[src/core/isc_pkg.sv]
/*
  Shared constants, types and register map of the two-wire state code engine.
  Assumes one 25 MHz system clock and an AHB-Lite master reaching the registers.
*/
// How it works
// set 0x44 enables interface and acknowledge; set 0x40 enables interface only
// set 0x20 requests a START and a master transfer
// set 0x14 requests STOP with acknowledge; recovers to idle slave after error
// clear 0x08 drops the interrupt flag so the bus action proceeds
// clear 0x0C drops the flag and acknowledge, so next byte gets NOT ACK
// set 0x24 keeps a start pending until the bus is free
// after code 0x00 a stop request just releases lines, no STOP sent
// code 0x08 after START, 0x10 after repeated START; address byte follows
// direction bit of the sent address picks transmit or receive states
// write address: 0x18 on ACK, 0x20 on NOT ACK
// master data sent: 0x28 on ACK, 0x30 on NOT ACK
// lost arbitration releases bus, reports 0x38; pending start retries later
// read address: 0x40 on ACK, 0x48 on NOT ACK
// master data received: 0x50 acknowledged, 0x58 not; follows acknowledge bit
// addressed for write: 0x60 own, 0x70 general call; 0x68, 0x78 after loss
// own-address receive: 0x80 on ACK, 0x88 on NOT ACK then idle
// general call receive: 0x90 on ACK, 0x98 on NOT ACK then idle
// STOP or repeated START while addressed: 0xA0, back to idle slave
// own read address 0xA8, 0xB0 after loss; 0xB8 after acknowledged byte
// slave transmit: 0xC0 on NOT ACK, 0xC8 on last acknowledged byte
// every interrupt shows one of 26 codes for software to branch on
// misplaced START or STOP: idle slave, release, flag set, code 0x00
// code 0xF8 means nothing to report and the flag is clear
// serial clock is held low while the interrupt flag is set, except after codes 0x00, 0x38 and 0xA0, which release it
package isc_pkg;

  localparam logic [7:0] A_CTL_SET = 8'h00;
  localparam logic [7:0] A_STAT    = 8'h04;
  localparam logic [7:0] A_DATA    = 8'h08;
  localparam logic [7:0] A_ADR     = 8'h0C;
  localparam logic [7:0] A_CTL_CLR = 8'h18;

  localparam int B_EN    = 6;
  localparam int B_START = 5;
  localparam int B_STOP  = 4;
  localparam int B_SI    = 3;
  localparam int B_ACK   = 2;

  localparam logic [7:0] ST_BUSERR  = 8'h00;
  localparam logic [7:0] ST_START   = 8'h08;
  localparam logic [7:0] ST_RSTART  = 8'h10;
  localparam logic [7:0] ST_AW_ACK  = 8'h18;
  localparam logic [7:0] ST_AW_NAK  = 8'h20;
  localparam logic [7:0] ST_TX_ACK  = 8'h28;
  localparam logic [7:0] ST_TX_NAK  = 8'h30;
  localparam logic [7:0] ST_ARB     = 8'h38;
  localparam logic [7:0] ST_AR_ACK  = 8'h40;
  localparam logic [7:0] ST_AR_NAK  = 8'h48;
  localparam logic [7:0] ST_RX_ACK  = 8'h50;
  localparam logic [7:0] ST_RX_NAK  = 8'h58;
  localparam logic [7:0] ST_OWN_W   = 8'h60;
  localparam logic [7:0] ST_OWN_WL  = 8'h68;
  localparam logic [7:0] ST_GEN_W   = 8'h70;
  localparam logic [7:0] ST_GEN_WL  = 8'h78;
  localparam logic [7:0] ST_SR_ACK  = 8'h80;
  localparam logic [7:0] ST_SR_NAK  = 8'h88;
  localparam logic [7:0] ST_GR_ACK  = 8'h90;
  localparam logic [7:0] ST_GR_NAK  = 8'h98;
  localparam logic [7:0] ST_SR_END  = 8'hA0;
  localparam logic [7:0] ST_OWN_R   = 8'hA8;
  localparam logic [7:0] ST_OWN_RL  = 8'hB0;
  localparam logic [7:0] ST_ST_ACK  = 8'hB8;
  localparam logic [7:0] ST_ST_NAK  = 8'hC0;
  localparam logic [7:0] ST_ST_LAST = 8'hC8;
  localparam logic [7:0] ST_IDLE    = 8'hF8;

  localparam logic [7:0] RST_ADR = 8'h00;

  localparam int CLK_NS       = 40;
  localparam int SCL_HALF_NS  = 5000;
  localparam int SCL_HALF_CYC = (SCL_HALF_NS + CLK_NS - 1) / CLK_NS;
  localparam logic [15:0] SETUP_CYC = 16'h0003;

  typedef struct packed {
    logic en;
    logic start;
    logic stop;
    logic si;
    logic ack;
  } isc_ctl_t;

  typedef enum {
    S_IDLE, M_RS, M_START, M_HOLD, M_WAIT, M_LOW, M_HIGH, M_STOP, M_STOPH,
    S_BIT, S_WAIT
  } isc_state_t;

endpackage

[src/core/isc_engine.sv]
/*
  Two-wire master/slave engine reporting one status code per bus event.
  Assumes an AHB-Lite master on CLK and open-drain pads outside that resolve
  SCL and SDA from the output enables.
*/
`timescale 1ns/1ns
module isc_engine
  import isc_pkg::*;
#(
  parameter int HALF_CYC = SCL_HALF_CYC
) (
  input  wire logic        CLK,
  input  wire logic        RESET,
  input  wire logic        HSEL,
  input  wire logic [31:0] HADDR,
  input  wire logic [1:0]  HTRANS,
  input  wire logic        HWRITE,
  input  wire logic [2:0]  HSIZE,
  input  wire logic [31:0] HWDATA,
  input  wire logic        HREADY,
  output logic      [31:0] HRDATA,
  output logic             HREADYOUT,
  output logic             HRESP,
  input  wire logic        SCL_I,
  output logic             SCL_O,
  output logic             SCL_OE,
  input  wire logic        SDA_I,
  output logic             SDA_O,
  output logic             SDA_OE
);

  localparam logic [15:0] HALF_M1 = 16'(HALF_CYC - 1);

  isc_ctl_t   ctl;
  isc_ctl_t   next_ctl;
  isc_state_t st;
  logic [7:0]  adr;
  logic [7:0]  sh;
  logic [7:0]  stat;
  logic [7:0]  ph_addr;
  logic [7:0]  setm;
  logic [7:0]  clrm;
  logic [15:0] cnt;
  logic [3:0]  bitn;
  logic        ph_wr;
  logic        scl_m;
  logic        scl_s;
  logic        scl_p;
  logic        sda_m;
  logic        sda_s;
  logic        sda_p;
  logic        ack_n;
  logic        addr_ph;
  logic        mdir;
  logic        rpt;
  logic        lost;
  logic        saddr;
  logic        sgc;
  logic        stx;
  logic        busy;
  logic        si_q;
  logic        ev_si;
  logic        ev_start_clr;
  logic        ev_stop_clr;
  logic        scl_oe;
  logic        sda_oe;

  function automatic logic [7:0] ctl_byte(input isc_ctl_t c);
    logic [7:0] b;
    b = 8'h00;
    b[B_EN] = c.en;
    b[B_START] = c.start;
    b[B_STOP] = c.stop;
    b[B_SI] = c.si;
    b[B_ACK] = c.ack;
    return b;
  endfunction

  ////////////////////////////////////////////////////////////////////////////
  // AHB-Lite slave: zero wait states, always OKAY

  assign HREADYOUT = 1'b1;
  assign HRESP = 1'b0;

  always_ff @(posedge CLK) begin
    if (RESET) begin
      ph_wr <= 1'b0;
      ph_addr <= 8'h00;
    end else begin
      ph_wr <= HSEL && HTRANS[1] && HWRITE && HREADY;
      ph_addr <= HADDR[7:0];
    end
  end

  // read data is sampled at the address phase, so it stands in the data phase
  always_ff @(posedge CLK) begin
    if (RESET) begin
      HRDATA <= 32'h0000_0000;
    end else if (HSEL && HTRANS[1] && !HWRITE && HREADY) begin
      case (HADDR[7:0])
        A_CTL_SET: HRDATA <= {24'h00_0000, ctl_byte(ctl)};
        A_STAT:    HRDATA <= {24'h00_0000, stat};
        A_DATA:    HRDATA <= {24'h00_0000, sh};
        A_ADR:     HRDATA <= {24'h00_0000, adr};
        default:   HRDATA <= 32'h0000_0000;
      endcase
    end
  end

  assign setm = (ph_wr && ph_addr == A_CTL_SET) ? HWDATA[7:0] : 8'h00;
  assign clrm = (ph_wr && ph_addr == A_CTL_CLR) ? HWDATA[7:0] : 8'h00;

  always_ff @(posedge CLK) begin
    if (RESET) begin
      adr <= RST_ADR;
    end else if (ph_wr && ph_addr == A_ADR) begin
      adr <= HWDATA[7:0];
    end
  end

  ////////////////////////////////////////////////////////////////////////////
  // control bits; hardware set of the flag wins over a software clear

  always_comb begin
    next_ctl = ctl;
    next_ctl.en = (ctl.en | setm[B_EN]) & ~clrm[B_EN];
    next_ctl.ack = (ctl.ack | setm[B_ACK]) & ~clrm[B_ACK];
    next_ctl.start = (ctl.start & ~clrm[B_START] & ~ev_start_clr) | setm[B_START];
    next_ctl.stop = (ctl.stop & ~ev_stop_clr) | setm[B_STOP];
    next_ctl.si = (ctl.si & ~clrm[B_SI]) | ev_si;
  end

  always_ff @(posedge CLK) begin
    if (RESET) begin
      ctl <= '0;
      si_q <= 1'b0;
    end else begin
      ctl <= next_ctl;
      si_q <= ctl.si;
    end
  end

  ////////////////////////////////////////////////////////////////////////////
  // pin synchronisers; the link clock is just another sampled input

  assign SCL_O = 1'b0;
  assign SDA_O = 1'b0;
  assign SCL_OE = scl_oe;
  assign SDA_OE = sda_oe;

  always_ff @(posedge CLK) begin
    if (RESET) begin
      {scl_m, scl_s, scl_p} <= 3'h7;
      {sda_m, sda_s, sda_p} <= 3'h7;
    end else begin
      {scl_m, scl_s, scl_p} <= {SCL_I, scl_m, scl_s};
      {sda_m, sda_s, sda_p} <= {SDA_I, sda_m, sda_s};
    end
  end

  wire scl_rise = scl_s && !scl_p;
  wire scl_fall = !scl_s && scl_p;
  wire start_det = scl_s && scl_p && sda_p && !sda_s;
  wire stop_det = scl_s && scl_p && !sda_p && sda_s;
  wire tx_byte = addr_ph || !mdir;
  wire own_m = sh[7:1] == adr[7:1];
  wire gen_m = sh[7:1] == 7'h00 && adr[0] && !sh[0];

  ////////////////////////////////////////////////////////////////////////////
  // shift register: every bit on the wire is sampled, own bits included,
  // which lets a master that lost the address continue as a slave

  always_ff @(posedge CLK) begin
    if (RESET) begin
      sh <= 8'h00;
      ack_n <= 1'b1;
    end else if (scl_rise && (st == M_HIGH || st == S_BIT)) begin
      if (bitn[3]) begin
        ack_n <= sda_s;
      end else begin
        sh <= {sh[6:0], sda_s};
      end
    end else if (ph_wr && ph_addr == A_DATA) begin
      sh <= HWDATA[7:0];
    end
  end

  ////////////////////////////////////////////////////////////////////////////
  // bus engine

  always_ff @(posedge CLK) begin
    if (RESET) begin
      st <= S_IDLE;
      cnt <= 16'h0000;
      bitn <= 4'h0;
      addr_ph <= 1'b0;
      mdir <= 1'b0;
      rpt <= 1'b0;
      lost <= 1'b0;
      saddr <= 1'b0;
      sgc <= 1'b0;
      stx <= 1'b0;
      busy <= 1'b0;
      stat <= ST_IDLE;
      ev_si <= 1'b0;
      ev_start_clr <= 1'b0;
      ev_stop_clr <= 1'b0;
      scl_oe <= 1'b0;
      sda_oe <= 1'b0;
    end else begin
      ev_si <= 1'b0;
      ev_start_clr <= 1'b0;
      ev_stop_clr <= 1'b0;
      cnt <= cnt + 16'h0001;
      if (start_det) begin
        busy <= 1'b1;
      end else if (stop_det) begin
        busy <= 1'b0;
      end
      if (si_q && !ctl.si) begin
        stat <= ST_IDLE;
      end
      case (st)
        S_IDLE: begin
          scl_oe <= 1'b0;
          sda_oe <= 1'b0;
          cnt <= 16'h0000;
          saddr <= 1'b0;
          stx <= 1'b0;
          if (ctl.en && ctl.stop && !ctl.si) begin
            // no STOP on the wire: act as if one was seen
            ev_stop_clr <= 1'b1;
            busy <= 1'b0;
          end else if (ctl.en && start_det) begin
            st <= S_BIT;
            bitn <= 4'h0;
            addr_ph <= 1'b1;
            lost <= 1'b0;
          end else if (ctl.en && ctl.start && !busy && !ctl.si && !ev_si) begin
            st <= M_START;
            rpt <= 1'b0;
          end
        end
        M_RS: begin
          sda_oe <= 1'b0;
          if (cnt == HALF_M1) begin
            scl_oe <= 1'b0;
            cnt <= 16'h0000;
            st <= M_START;
          end
        end
        M_START: begin
          scl_oe <= 1'b0;
          if (!scl_s || !sda_s) begin
            cnt <= 16'h0000;
          end else if (cnt == HALF_M1) begin
            sda_oe <= 1'b1;
            cnt <= 16'h0000;
            st <= M_HOLD;
          end
        end
        M_HOLD: begin
          if (cnt == HALF_M1) begin
            scl_oe <= 1'b1;
            ev_si <= 1'b1;
            ev_start_clr <= 1'b1;
            stat <= rpt ? ST_RSTART : ST_START;
            addr_ph <= 1'b1;
            lost <= 1'b0;
            st <= M_WAIT;
          end
        end
        M_WAIT: begin
          scl_oe <= 1'b1;
          cnt <= 16'h0000;
          if (!ctl.si && !ev_si) begin
            if (ctl.stop) begin
              sda_oe <= 1'b1;
              st <= M_STOP;
            end else if (ctl.start) begin
              rpt <= 1'b1;
              st <= M_RS;
            end else begin
              bitn <= 4'h0;
              st <= M_LOW;
            end
          end
        end
        M_LOW: begin
          scl_oe <= 1'b1;
          // data changes only once the low level has been seen through the sync
          if (cnt == SETUP_CYC) begin
            sda_oe <= bitn[3] ? (!tx_byte && ctl.ack) : (tx_byte && !sh[7]);
          end
          if (cnt == HALF_M1) begin
            scl_oe <= 1'b0;
            cnt <= 16'h0000;
            st <= M_HIGH;
          end
        end
        M_HIGH: begin
          if (!scl_s) begin
            cnt <= 16'h0000; // slaves may stretch the clock
          end
          if (start_det || stop_det) begin
            scl_oe <= 1'b0;
            sda_oe <= 1'b0;
            st <= S_IDLE;
            // at a byte boundary another master's repeated start: back off quietly
            if (bitn != 4'h0) begin
              stat <= ST_BUSERR;
              ev_si <= 1'b1;
            end
          end else if (scl_rise && !bitn[3] && tx_byte && sh[7] && !sda_s) begin
            lost <= 1'b1;
            scl_oe <= 1'b0;
            sda_oe <= 1'b0;
            if (addr_ph) begin
              st <= S_BIT;
            end else begin
              stat <= ST_ARB;
              ev_si <= 1'b1;
              st <= S_IDLE;
            end
          end else if (cnt == HALF_M1 && scl_s) begin
            scl_oe <= 1'b1;
            cnt <= 16'h0000;
            if (!bitn[3]) begin
              bitn <= 4'(bitn + 4'h1);
              st <= M_LOW;
            end else begin
              ev_si <= 1'b1;
              addr_ph <= 1'b0;
              st <= M_WAIT;
              if (addr_ph) begin
                mdir <= sh[0];
                if (sh[0]) begin
                  stat <= ack_n ? ST_AR_NAK : ST_AR_ACK;
                end else begin
                  stat <= ack_n ? ST_AW_NAK : ST_AW_ACK;
                end
              end else if (mdir) begin
                stat <= ack_n ? ST_RX_NAK : ST_RX_ACK;
              end else begin
                stat <= ack_n ? ST_TX_NAK : ST_TX_ACK;
              end
            end
          end
        end
        M_STOP: begin
          if (cnt == HALF_M1) begin
            scl_oe <= 1'b0;
            cnt <= 16'h0000;
            st <= M_STOPH;
          end
        end
        M_STOPH: begin
          if (!scl_s) begin
            cnt <= 16'h0000;
          end else if (cnt == HALF_M1) begin
            sda_oe <= 1'b0;
            ev_stop_clr <= 1'b1;
            st <= S_IDLE;
          end
        end
        S_BIT: begin
          scl_oe <= 1'b0;
          if (start_det || stop_det) begin
            sda_oe <= 1'b0;
            st <= S_IDLE;
            if (saddr) begin
              stat <= (bitn == 4'h0) ? ST_SR_END : ST_BUSERR;
              ev_si <= 1'b1;
            end else if (start_det) begin
              st <= S_BIT;
              bitn <= 4'h0;
              addr_ph <= 1'b1;
            end
          end else if (scl_fall && bitn == 4'h7) begin
            bitn <= 4'h8;
            if (!addr_ph) begin
              sda_oe <= !stx && ctl.ack;
            end else if (ctl.ack && (own_m || gen_m)) begin
              sda_oe <= 1'b1;
              saddr <= 1'b1;
              sgc <= gen_m;
              stx <= own_m && sh[0];
            end else begin
              sda_oe <= 1'b0;
              st <= S_IDLE;
              if (lost) begin
                stat <= ST_ARB;
                ev_si <= 1'b1;
              end
            end
          end else if (scl_fall && bitn[3]) begin
            scl_oe <= 1'b1;
            sda_oe <= 1'b0;
            ev_si <= 1'b1;
            addr_ph <= 1'b0;
            lost <= 1'b0;
            st <= S_WAIT;
            if (addr_ph) begin
              if (stx) begin
                stat <= lost ? ST_OWN_RL : ST_OWN_R;
              end else if (sgc) begin
                stat <= lost ? ST_GEN_WL : ST_GEN_W;
              end else begin
                stat <= lost ? ST_OWN_WL : ST_OWN_W;
              end
            end else if (stx) begin
              stat <= ack_n ? ST_ST_NAK : (ctl.ack ? ST_ST_ACK : ST_ST_LAST);
              saddr <= !ack_n && ctl.ack;
            end else if (sgc) begin
              stat <= ack_n ? ST_GR_NAK : ST_GR_ACK;
              saddr <= !ack_n;
            end else begin
              stat <= ack_n ? ST_SR_NAK : ST_SR_ACK;
              saddr <= !ack_n;
            end
          end else if (scl_fall) begin
            bitn <= 4'(bitn + 4'h1);
            sda_oe <= stx && !sh[7];
          end
        end
        S_WAIT: begin
          // SDA is set up here while SCL is still held; S_BIT frees SCL next cycle
          if (!ctl.si && !ev_si) begin
            bitn <= 4'h0;
            sda_oe <= saddr && stx && !sh[7];
            st <= saddr ? S_BIT : S_IDLE;
          end
        end
        default: begin
          st <= S_IDLE;
        end
      endcase
      if (!ctl.en) begin
        st <= S_IDLE;
        scl_oe <= 1'b0;
        sda_oe <= 1'b0;
      end
    end
  end
endmodule

[config.mk]
export PLATFORM = sky130hd
export DESIGN_NAME = isc_engine
export DESIGN_NICKNAME = d
export VERILOG_FILES = /design/src/core/isc_pkg.sv /design/src/core/isc_engine.sv
export SDC_FILE = /design/constraint.sdc
export NUM_CORES = 1
export LEC_CHECK = 0
export ABC_AREA = 0
export BUFFER_PORTS_ARGS = -buffer_cell sky130_fd_sc_hd__buf_2
export CORE_MARGIN = 2
export CORE_UTILIZATION = 25
export CTS_CLUSTER_DIAMETER = 60
export DETAILED_ROUTE_END_ITERATION = 7
export GPL_TIMING_DRIVEN = 0
export SYNTH_ARGS = -nofsm -noshare
export SYNTH_HDL_FRONTEND = slang
export SYNTH_SLANG_ARGS = --single-unit
[constraint.sdc]
create_clock -name CLK -period 6.1 [get_ports CLK]
set_input_delay 0.61 -clock CLK [delete_from_list [all_inputs] [get_ports CLK]]
set_output_delay 0.61 -clock CLK [all_outputs]
set_load 0.05 [all_outputs]
==> After elaboration in Yosys (flattened, before gate mapping) <==
Index checks and enable logic that the tools add are counted.
{ "op_classes": {"reduce_logical": 98, "n_eq_ne": 72, "n_addsub": 2, "order_cmp": 0, "mul": 0, "n_shift": 0, "n_mux": 181, "div_mod_pow": 0, "bitwise": 21} }
{ "op_table": {"columns": ["op", "count"], "rows": [
  ["$mux W32", 21],
  ["$pmux W32 S11", 1],
  ["$mux W8", 22],
  ["$eq A32 B3 Y1 const B", 4],
  ["$eq A32 B4 Y1 const B", 4],
  ["$mux W4", 26],
  ["$mux W16", 6],
  ["$pmux W16 S5", 1],
  ["$mux W1", 77],
  ["$eq A32 B2 Y1 const B", 2],
  ["$ne A2 B2 Y1 const B", 32],
  ["$mux W7", 7],
  ["$logic_and A1 B1 Y1", 44],
  ["$eq A32 B1 Y1 const B", 1],
  ["$eq A32 B5 Y1 const B", 1],
  ["$eq A8 B4 Y1 const B", 4],
  ["$logic_not A32 Y1", 1],
  ["$pmux W8 S4", 1],
  ["$ne A3 B3 Y1 const B", 10],
  ["$mux W5", 5],
  ["$ne A4 B4 Y1 const B", 6],
  ["$pmux W8 S3", 1],
  ["$pmux W4 S5", 1],
  ["$add A16 B1 Y16 const B", 1],
  ["42 further kinds", 95]
]} }
{ "word_totals": {"memories": 0, "rom_bits": 0, "output_inout_bits": 38, "ramBits": 0, "reg_bits": 143, "latchBits": 0, "wordCells": 410} }

==> Logic depth before layout (Yosys ltp) <==
Gate-level depths: netlist of run 1.
{ "logic_depth": {"ltp_word": 10, "depth_mapped": 9, "ltp_nobuf": 8} }

==> Worst setup path before layout of run 1 <==
OpenSTA, ideal clock, no wires.
{ "synth_path": {"path_type": "register -> register", "startpoint": "reg sda_p", "endpoint": "reg bitn[1]", "setup_slack_ps": 3908, "path_stages_with_launch": 8, "t_arrival_ps": 2121, "setup_time_ps": 71, "required_ps": 6029, "path_buffers": 1, "period_less_slack_ps": 2192, "cell_sequence": "dfxtp_1 -> buf_4 -> and4b_2 -> a21oi_1 -> a221o_1 -> or4b_4 -> or4b_1 -> a21oi_1"} }
{ "synth_between": {"elab_chain_len": 6} }
{ "synth_rtl": {"columns": ["element", "line", "rtl"], "rows": [
  ["start, declared", "isc_engine.sv:51", "logic sda_p;"],
  ["start signal, assigned", "isc_engine.sv:157", "{sda_m, sda_s, sda_p} <= {SDA_I, sda_m, sda_s};"],
  ["$logic_not A1 Y1", "isc_engine.sv:164", "wire stop_det = scl_s && scl_p && !sda_p && sda_s;"],
  ["$logic_and A1 B1 Y1 (2 in series)", "isc_engine.sv:164", null],
  ["$logic_or A1 B1 Y1", "isc_engine.sv:305, isc_engine.sv:368", null],
  ["$ne A4 B4 Y1 (no line) (tied with other cells)", null, null],
  ["$reduce_and A15 Y1 (no line) / $pmux W4 S5 (equally long branches)", null, null],
  ["end signal, assigned", "isc_engine.sv:329", "bitn <= 4'(bitn + 4'h1);"],
  ["end signal, assigned", "isc_engine.sv:422", "bitn <= 4'(bitn + 4'h1);"],
  ["end, declared", "isc_engine.sv:44", "logic [3:0] bitn;"]
]} }
Parallel ways exist; a longest one is shown, timed or not.
A chain may end at the register's enable or synchronous reset.

==> Final worst setup path of run 1 <==
{ "layout_path": {"startpoint": "reg st[3]", "endpoint": "reg bitn[1]"} }
{ "layout_between": {"elab_chain_len": 3} }
{ "layout_rtl": {"columns": ["element", "line", "rtl"], "rows": [
  ["start, declared", "isc_engine.sv:36", "isc_state_t st;"],
  ["start signal, assigned", "isc_engine.sv:431", "st <= saddr ? S_BIT : S_IDLE;"],
  ["$eq A32 B4 Y1 (tied with other cells)", "isc_engine.sv:223", "case (st)"],
  ["$ne A4 B4 Y1 (no line) (tied with other cells)", null, null],
  ["$reduce_and A15 Y1 (no line)", null, null]
]} }
Parallel ways exist; a longest one is shown, timed or not.

==> flow_metrics.tcl, run 1 <==
set metrics [dict create \
    end_kind "register" \
    grt_overflow 0 \
    finalClockSkew_ps 7.22 \
    critPathArrivalTime_ps 3130 \
    fin_crit_sh 0.466 \
    holdPathStages 1 \
    finalCoreUtilization 0.295 \
    core_mm2 0.0225 \
    gp_congestion 0.990 \
    syn_inst 689 \
    ff2ff_path_depth 6 \
    synth_top_area_share 0.320 \
    root_buffer "clkbuf_16" \
    synthTopCellsByArea "dfxtp_1 32%, nor2_1 4.8%, buf_4 4.1%, mux2i_1 4.0%, a21oi_1 3.4%" \
    yosysWarnings 0 \
    netlist_area_mm2 0.00569 \
    drcViolationCount 0 \
    dieArea_mm2 0.0240 \
    cts_buffer_depth 2 \
    pre_cts_slack_ps 3390 \
    path_class "register to register" \
    fmax_ghz 0.352 \
    placementRows 55 \
    start_kind "register" \
    area_delta_synth_final_pct 16.5 \
    io_buffers 32 \
    worstMarginPinSlew_ps 1170 \
    wl_per_cell_um 17.7 \
    p_leak_nw 2.56 \
    period_needed_ps 2840 \
    r2r_start "st[3]" \
    postLayoutSetupSlackWorst_ps 3260 \
    max-vdd-ir-drop_v 0.0000974 \
    synthFlopType "dfxtp_1" \
    io_pins 114 \
    antenna_found_initial 0 \
    synthArstFlopShare 0 \
    tritoncts "yes" \
    setup_viol 0 \
    min_path_type "register to register" \
    via_per_inst 5.29 \
    clk_latency_ps 370 \
    drive_gt1_frac 0.159 \
    power_mw 1.34 \
    max_slew_margin 0.210 \
    tns_ps 0 \
    yosysSeqAreaShare 0.320 \
    ctsHoldBuffers 0 \
    reg2reg_to "bitn[1]" \
    die_w_um 155 \
    die_y_um 155 \
    powerDensity_mw_per_mm2 202 \
    synth_top_cell_by_area "dfxtp_1" \
    slew_violations 0 \
    hold_viol 0 \
    drt_iter0_drc 456 \
    clkSlewWorstSetupHoldPaths_ps 70 \
    grt_pass1_wl_um 29200 \
    ys_types 81 \
    num_vias 5544 \
    cts_buffers 9 \
    grt_max_degree 17 \
    h-tree-depth 3 \
    dr.pass1.iters 7 \
    worstPathRequired_ps 6390 \
    start_util 0.253 \
    postRouteAntennaNets 0 \
    cts_setup_buffers 0 \
    outcome "finished clean" \
    holdPathEnd "sda_s" \
    finalNetCount 842 \
    cp_max_fo 10 \
    grtUsageTotal 0.158 \
    rsz0062_at_grt "no" \
    n_antenna_cell 0 \
    postSynthAreaPerCell_um2 8.26 \
    r2r_slack_ps 3260 \
    dp_hpwl_um 14000 \
    grt_pass1_vias 5127 \
    wl_um 18500 \
    synth-seq-cells 91 \
    synth_edf_count 0 \
    cts-resized-gates 0 \
    drv_cap 0 \
    hp-start "sda_m" \
    clkSinkCount 91 \
]
## report_power, final
group / internal (mW) / switching, mW
Combinational: 0.0330 / 0.0768
Clock: 0.364 / 0.261
Sequential: 0.599 / 0.00269
## metrics by stage
step	hold slack (ps)	std cells	area [um^2]
6_report	410	1048	6630
5_1_grt	420	1048	6630
4_1_cts	411	1048	6630
3_5_place_dp	395	1032	6300
3_3_place_gp	391	1032	6300
2_1_floorplan	389	715	5790
## worst max path at each step
stage,startpoint,to,slack (ps),cells past startpoint
after floorplan,sda_p,bitn[1],3910,7
after global placement,sh[7],cnt[7],3340,7
after detailed placement,sh[7],cnt[7],3390,7
after CTS,sh[7],cnt[7],3380,7
after global routing,st[2],cnt[13],3100,7
final,st[3],bitn[1],3260,6
## final cells by class
cell class                 instances  area, um^2
buffer                            73         405
clock buffer                      10         229
clock inverter                     6        96.3
fill                            2403       15900
inverter                          19        71.3
multi-input combinational        532        3490
sequential                        91        1820
tap                              285         357
timing repair buffer              32         160
## critical path, cell delays in order (launching register included)
cell       delay [ps]
dfxtp_1           440
clkbuf_1          340
nand4bb_1         460
a21oi_1           670
a21oi_1           190
or4b_1            530
a21oi_1           140
## per-layer routing
| layer | vias to the layer above | GRT usage | part of all wire | wire (um) |
|---|---|---|---|---|
| met1 | 2581 | 0.210 | 0.44 | 8180 |
| met4 | 0 | 0.0697 | 0.037 | 678 |
| met5 | - | 0 | 0 | 0 |
| li1 | 2633 | - | - | - |
| met3 | 44 | 0.0482 | 0.097 | 1800 |
| met2 | 286 | 0.236 | 0.42 | 7860 |
## flip-flops by register name, summed over array words and instances, names as in the netlist, 4 cells and up
signal / flops
HRDATA: 8
sh: 8
ctl: 5
ph_addr: 8
bitn: 4
st: 4
cnt: 16
adr: 8
stat: 8
## placed cells by master, fill, tap and decap left out, drive strengths merged, types with 4 or more instances in the layout
| cell type | n |
|---|---|
| nor4b | 4 |
| mux4 | 5 |
| or4b | 5 |
| or3 | 5 |
| clkbuf | 41 |
| inv | 21 |
| nor2 | 72 |
| conb | 28 |
| ha | 8 |
| nor3b | 4 |
| dfxtp | 91 |
| a211oi | 17 |
| nand4 | 9 |
| o21ai | 31 |
| o22ai | 7 |
| buf | 74 |
| a22o | 4 |
| nand2b | 7 |
| a221o | 5 |
| nor4 | 15 |
| and3 | 7 |
| xnor2 | 7 |
| xor2 | 21 |
| nor3 | 31 |
| or2 | 11 |
| nand3 | 17 |
| mux2i | 23 |
| nor2b | 21 |
| a311oi | 6 |
| o211ai | 5 |
| a22oi | 12 |
| a31oi | 9 |
| a21oi | 39 |
| o41ai | 4 |
| nand2 | 30 |
| nand3b | 4 |
| a211o | 5 |
## synth_stat cells (all sizes together) (6+ instances only)
cell type,count
nand4,9
inv,19
nand2,30
xnor2,7
dfxtp,91
nand2b,7
buf,42
and3,7
a21oi,39
o22ai,7
nor4,15
or2,11
mux2i,23
a211oi,17
a22oi,12
a311oi,6
nor2b,21
xor2,21
nand3,17
clkbuf,31
nor3,31
o21ai,31
a31oi,9
nor2,72
ha,8
## logic make-up (layout without fill, tap and decap cells)
family	Yosys count	after routing	share of synthesized area
xor+xnor	28	28	0.0464
compound gates	173	173	0.208
flops	91	91	0.320
mux	31	31	0.0662
fa+ha+maj	8	8	0.0176
buf+inv	92	140	0.0838
other cells	2	28	0.00132
simple gates	264	264	0.256
No activity file was read; power rests on OpenSTA's default activity.
==> run 2: changes to the inputs <==
Clock period 6.1 ns to 2.6 ns, I/O delays scaled along.
==> run 2 against run 1 <==
Compared with the run above: design area grew 2.1%; sequential cell count is the same; worst hold slack lost 340 ps; combinational power grew 140%; die area is the same; fmax grew 13%; critical path type unchanged.
==> flow_metrics.tcl, run 2 (synthesized netlist as in run 1, its figures left out) <==
set metrics [dict create \
    worstMarginPinSlew_ps 1170 \
    drt_iter0_drc 582 \
    internal-power_mw 2.34 \
    die_y_um 155 \
    cp_max_fo 10 \
    grt_pass1_vias 5140 \
    worstPathRequired_ps 2830 \
    via_per_inst 5.34 \
    pwr-share-comb 0.083 \
    swShare 0.256 \
    grt_max_degree 17 \
    io_pins 114 \
    drcViolationCount 0 \
    num_vias 5600 \
    drive_gt1_frac 0.199 \
    powerDensity_mw_per_mm2 464 \
    antenna_found_initial 0 \
    fin_crit_sh 0.971 \
    die_w_um 155 \
    fmax_ghz 0.396 \
    p_seq_frac 0.449 \
    wl_um 18700 \
    max_slew_margin 0.211 \
    hp-start "SCL_I" \
    start_util 0.253 \
    finalClockSkew_ps 8.13 \
    critPathMaxStageDelay_ps 550 \
    clkSlewWorstSetupHoldPaths_ps 70 \
    root_buffer "clkbuf_16" \
    setup_viol 0 \
    layout_common_cells "90 x dfxtp_1, 70 x nor2_1, 38 x buf_2, 36 x a21oi_1, 31 x buf_4" \
    layout_commonest_cell "dfxtp_1" \
    wl_per_cell_um 17.9 \
    pre_cts_slack_ps -109 \
    crit_path_start "scl_p" \
    power.switching_uw 806 \
    postRouteAntennaNets 0 \
    critPathArrivalTime_ps 2760 \
    min_path_type "input port to register" \
    cts_buffer_depth 2 \
    finalCoreUtilization 0.301 \
    cpLargestDelayFamily "simple AND/OR/NAND/NOR gates" \
    grt_pass1_wl_um 29300 \
    path_cells "buf_2 -> nand3b_1 -> nand2_1 -> nor3_1 -> or4_1 -> nor4_1 -> a211oi_1" \
    tns_ps 0 \
    grt_overflow 0 \
    post_dp_cell_area_mm2 0.00630 \
    clk_latency_ps 360 \
    drv_cap 0 \
    r2r_start "scl_p" \
    max-vdd-ir-drop_v 0.000227 \
    largest_reg_flops 16 \
    grtUsageTotal 0.158 \
    ctsHoldBuffers 0 \
    path_buf_inv 1 \
    dp_hpwl_um 14000 \
    finalNetCount 842 \
    placementRows 55 \
    cts_buffers 9 \
    final_area_mm2 0.00677 \
    tritoncts "yes" \
    h-tree-depth 3 \
    cts_setup_buffers 0 \
    path_class "register to register" \
    top_register "cnt" \
    fillCellCount 2396 \
    outcome "finished clean" \
    dr.pass1.iters 6 \
    power_mw 3.14 \
    gp_congestion 0.990 \
    io_buffers 32 \
    period_needed_ps 2520 \
    start_kind "register" \
    hold_viol 0 \
    clkPwrFrac 0.468 \
    end_kind "register" \
    n_antenna_cell 0 \
    slowest_stage "or4_1" \
    postLayoutSetupSlackWorst_ps 75.2 \
    slew_violations 0 \
    clkSinkCount 91 \
    area_delta_synth_final_pct 19.0 \
    p_leak_nw 2.60 \
    core_mm2 0.0225 \
    dieArea_mm2 0.0240 \
]
-- run 2: changes by cell type in the layout (fill, tap and decap cells not counted), sizes merged --
cell and delta:
buf -1, clkbuf +1
-- run 2: final cells by class --
cell class,instances,area [um^2],area share
Timing Repair Buffer,32,160,0.0237
Sequential cell,91,1820,0.269
Buffer,73,415,0.0614
Tap cell,285,357,0.0527
Clock inverter,6,96.3,0.0142
Clock buffer,10,229,0.0338
Multi-Input combinational cell,532,3620,0.534
Inverter,19,71.3,0.0105
-- run 2: routing by layer --
layer  vias up  part of all wire  global-route usage
met5         -                 0                   0
met4         0             0.030              0.0670
met3        47             0.099              0.0482
met2       289              0.43               0.239
met1      2628              0.44               0.209
li1       2636                 -                   -
-- run 2: timing repair --
action	CTS	global route
pin swaps	0	2
resized for setup	11	30
endpoints found under the setup margin	20	25
-- run 2: path summary, 6_finish.rpt --
path	cells past startpoint	endpoint	slack, ps
setup reg to reg	7	st[1]	80
hold / removal	2	scl_m	70
setup / recovery	7	st[1]	80
hold reg to reg	1	scl_s	410
-- run 2: power groups by stage --
stage	registers, mW	clock network, mW	logic [mW]
finish	1.41	1.47	0.262
global route	1.41	1.55	0.278
CTS	1.41	1.49	0.256
detailed placement	1.44	0	0.254
global placement	1.44	0	0.255
floorplan	1.44	0	0.198
-- run 2: through the flow --
stage | hold WS, ps | std cells
global placement | 391 | 1032
global route | 69.8 | 1048
finish | 73.5 | 1048
floorplan | 357 | 715
detailed placement | 395 | 1032
CTS | 69.7 | 1048
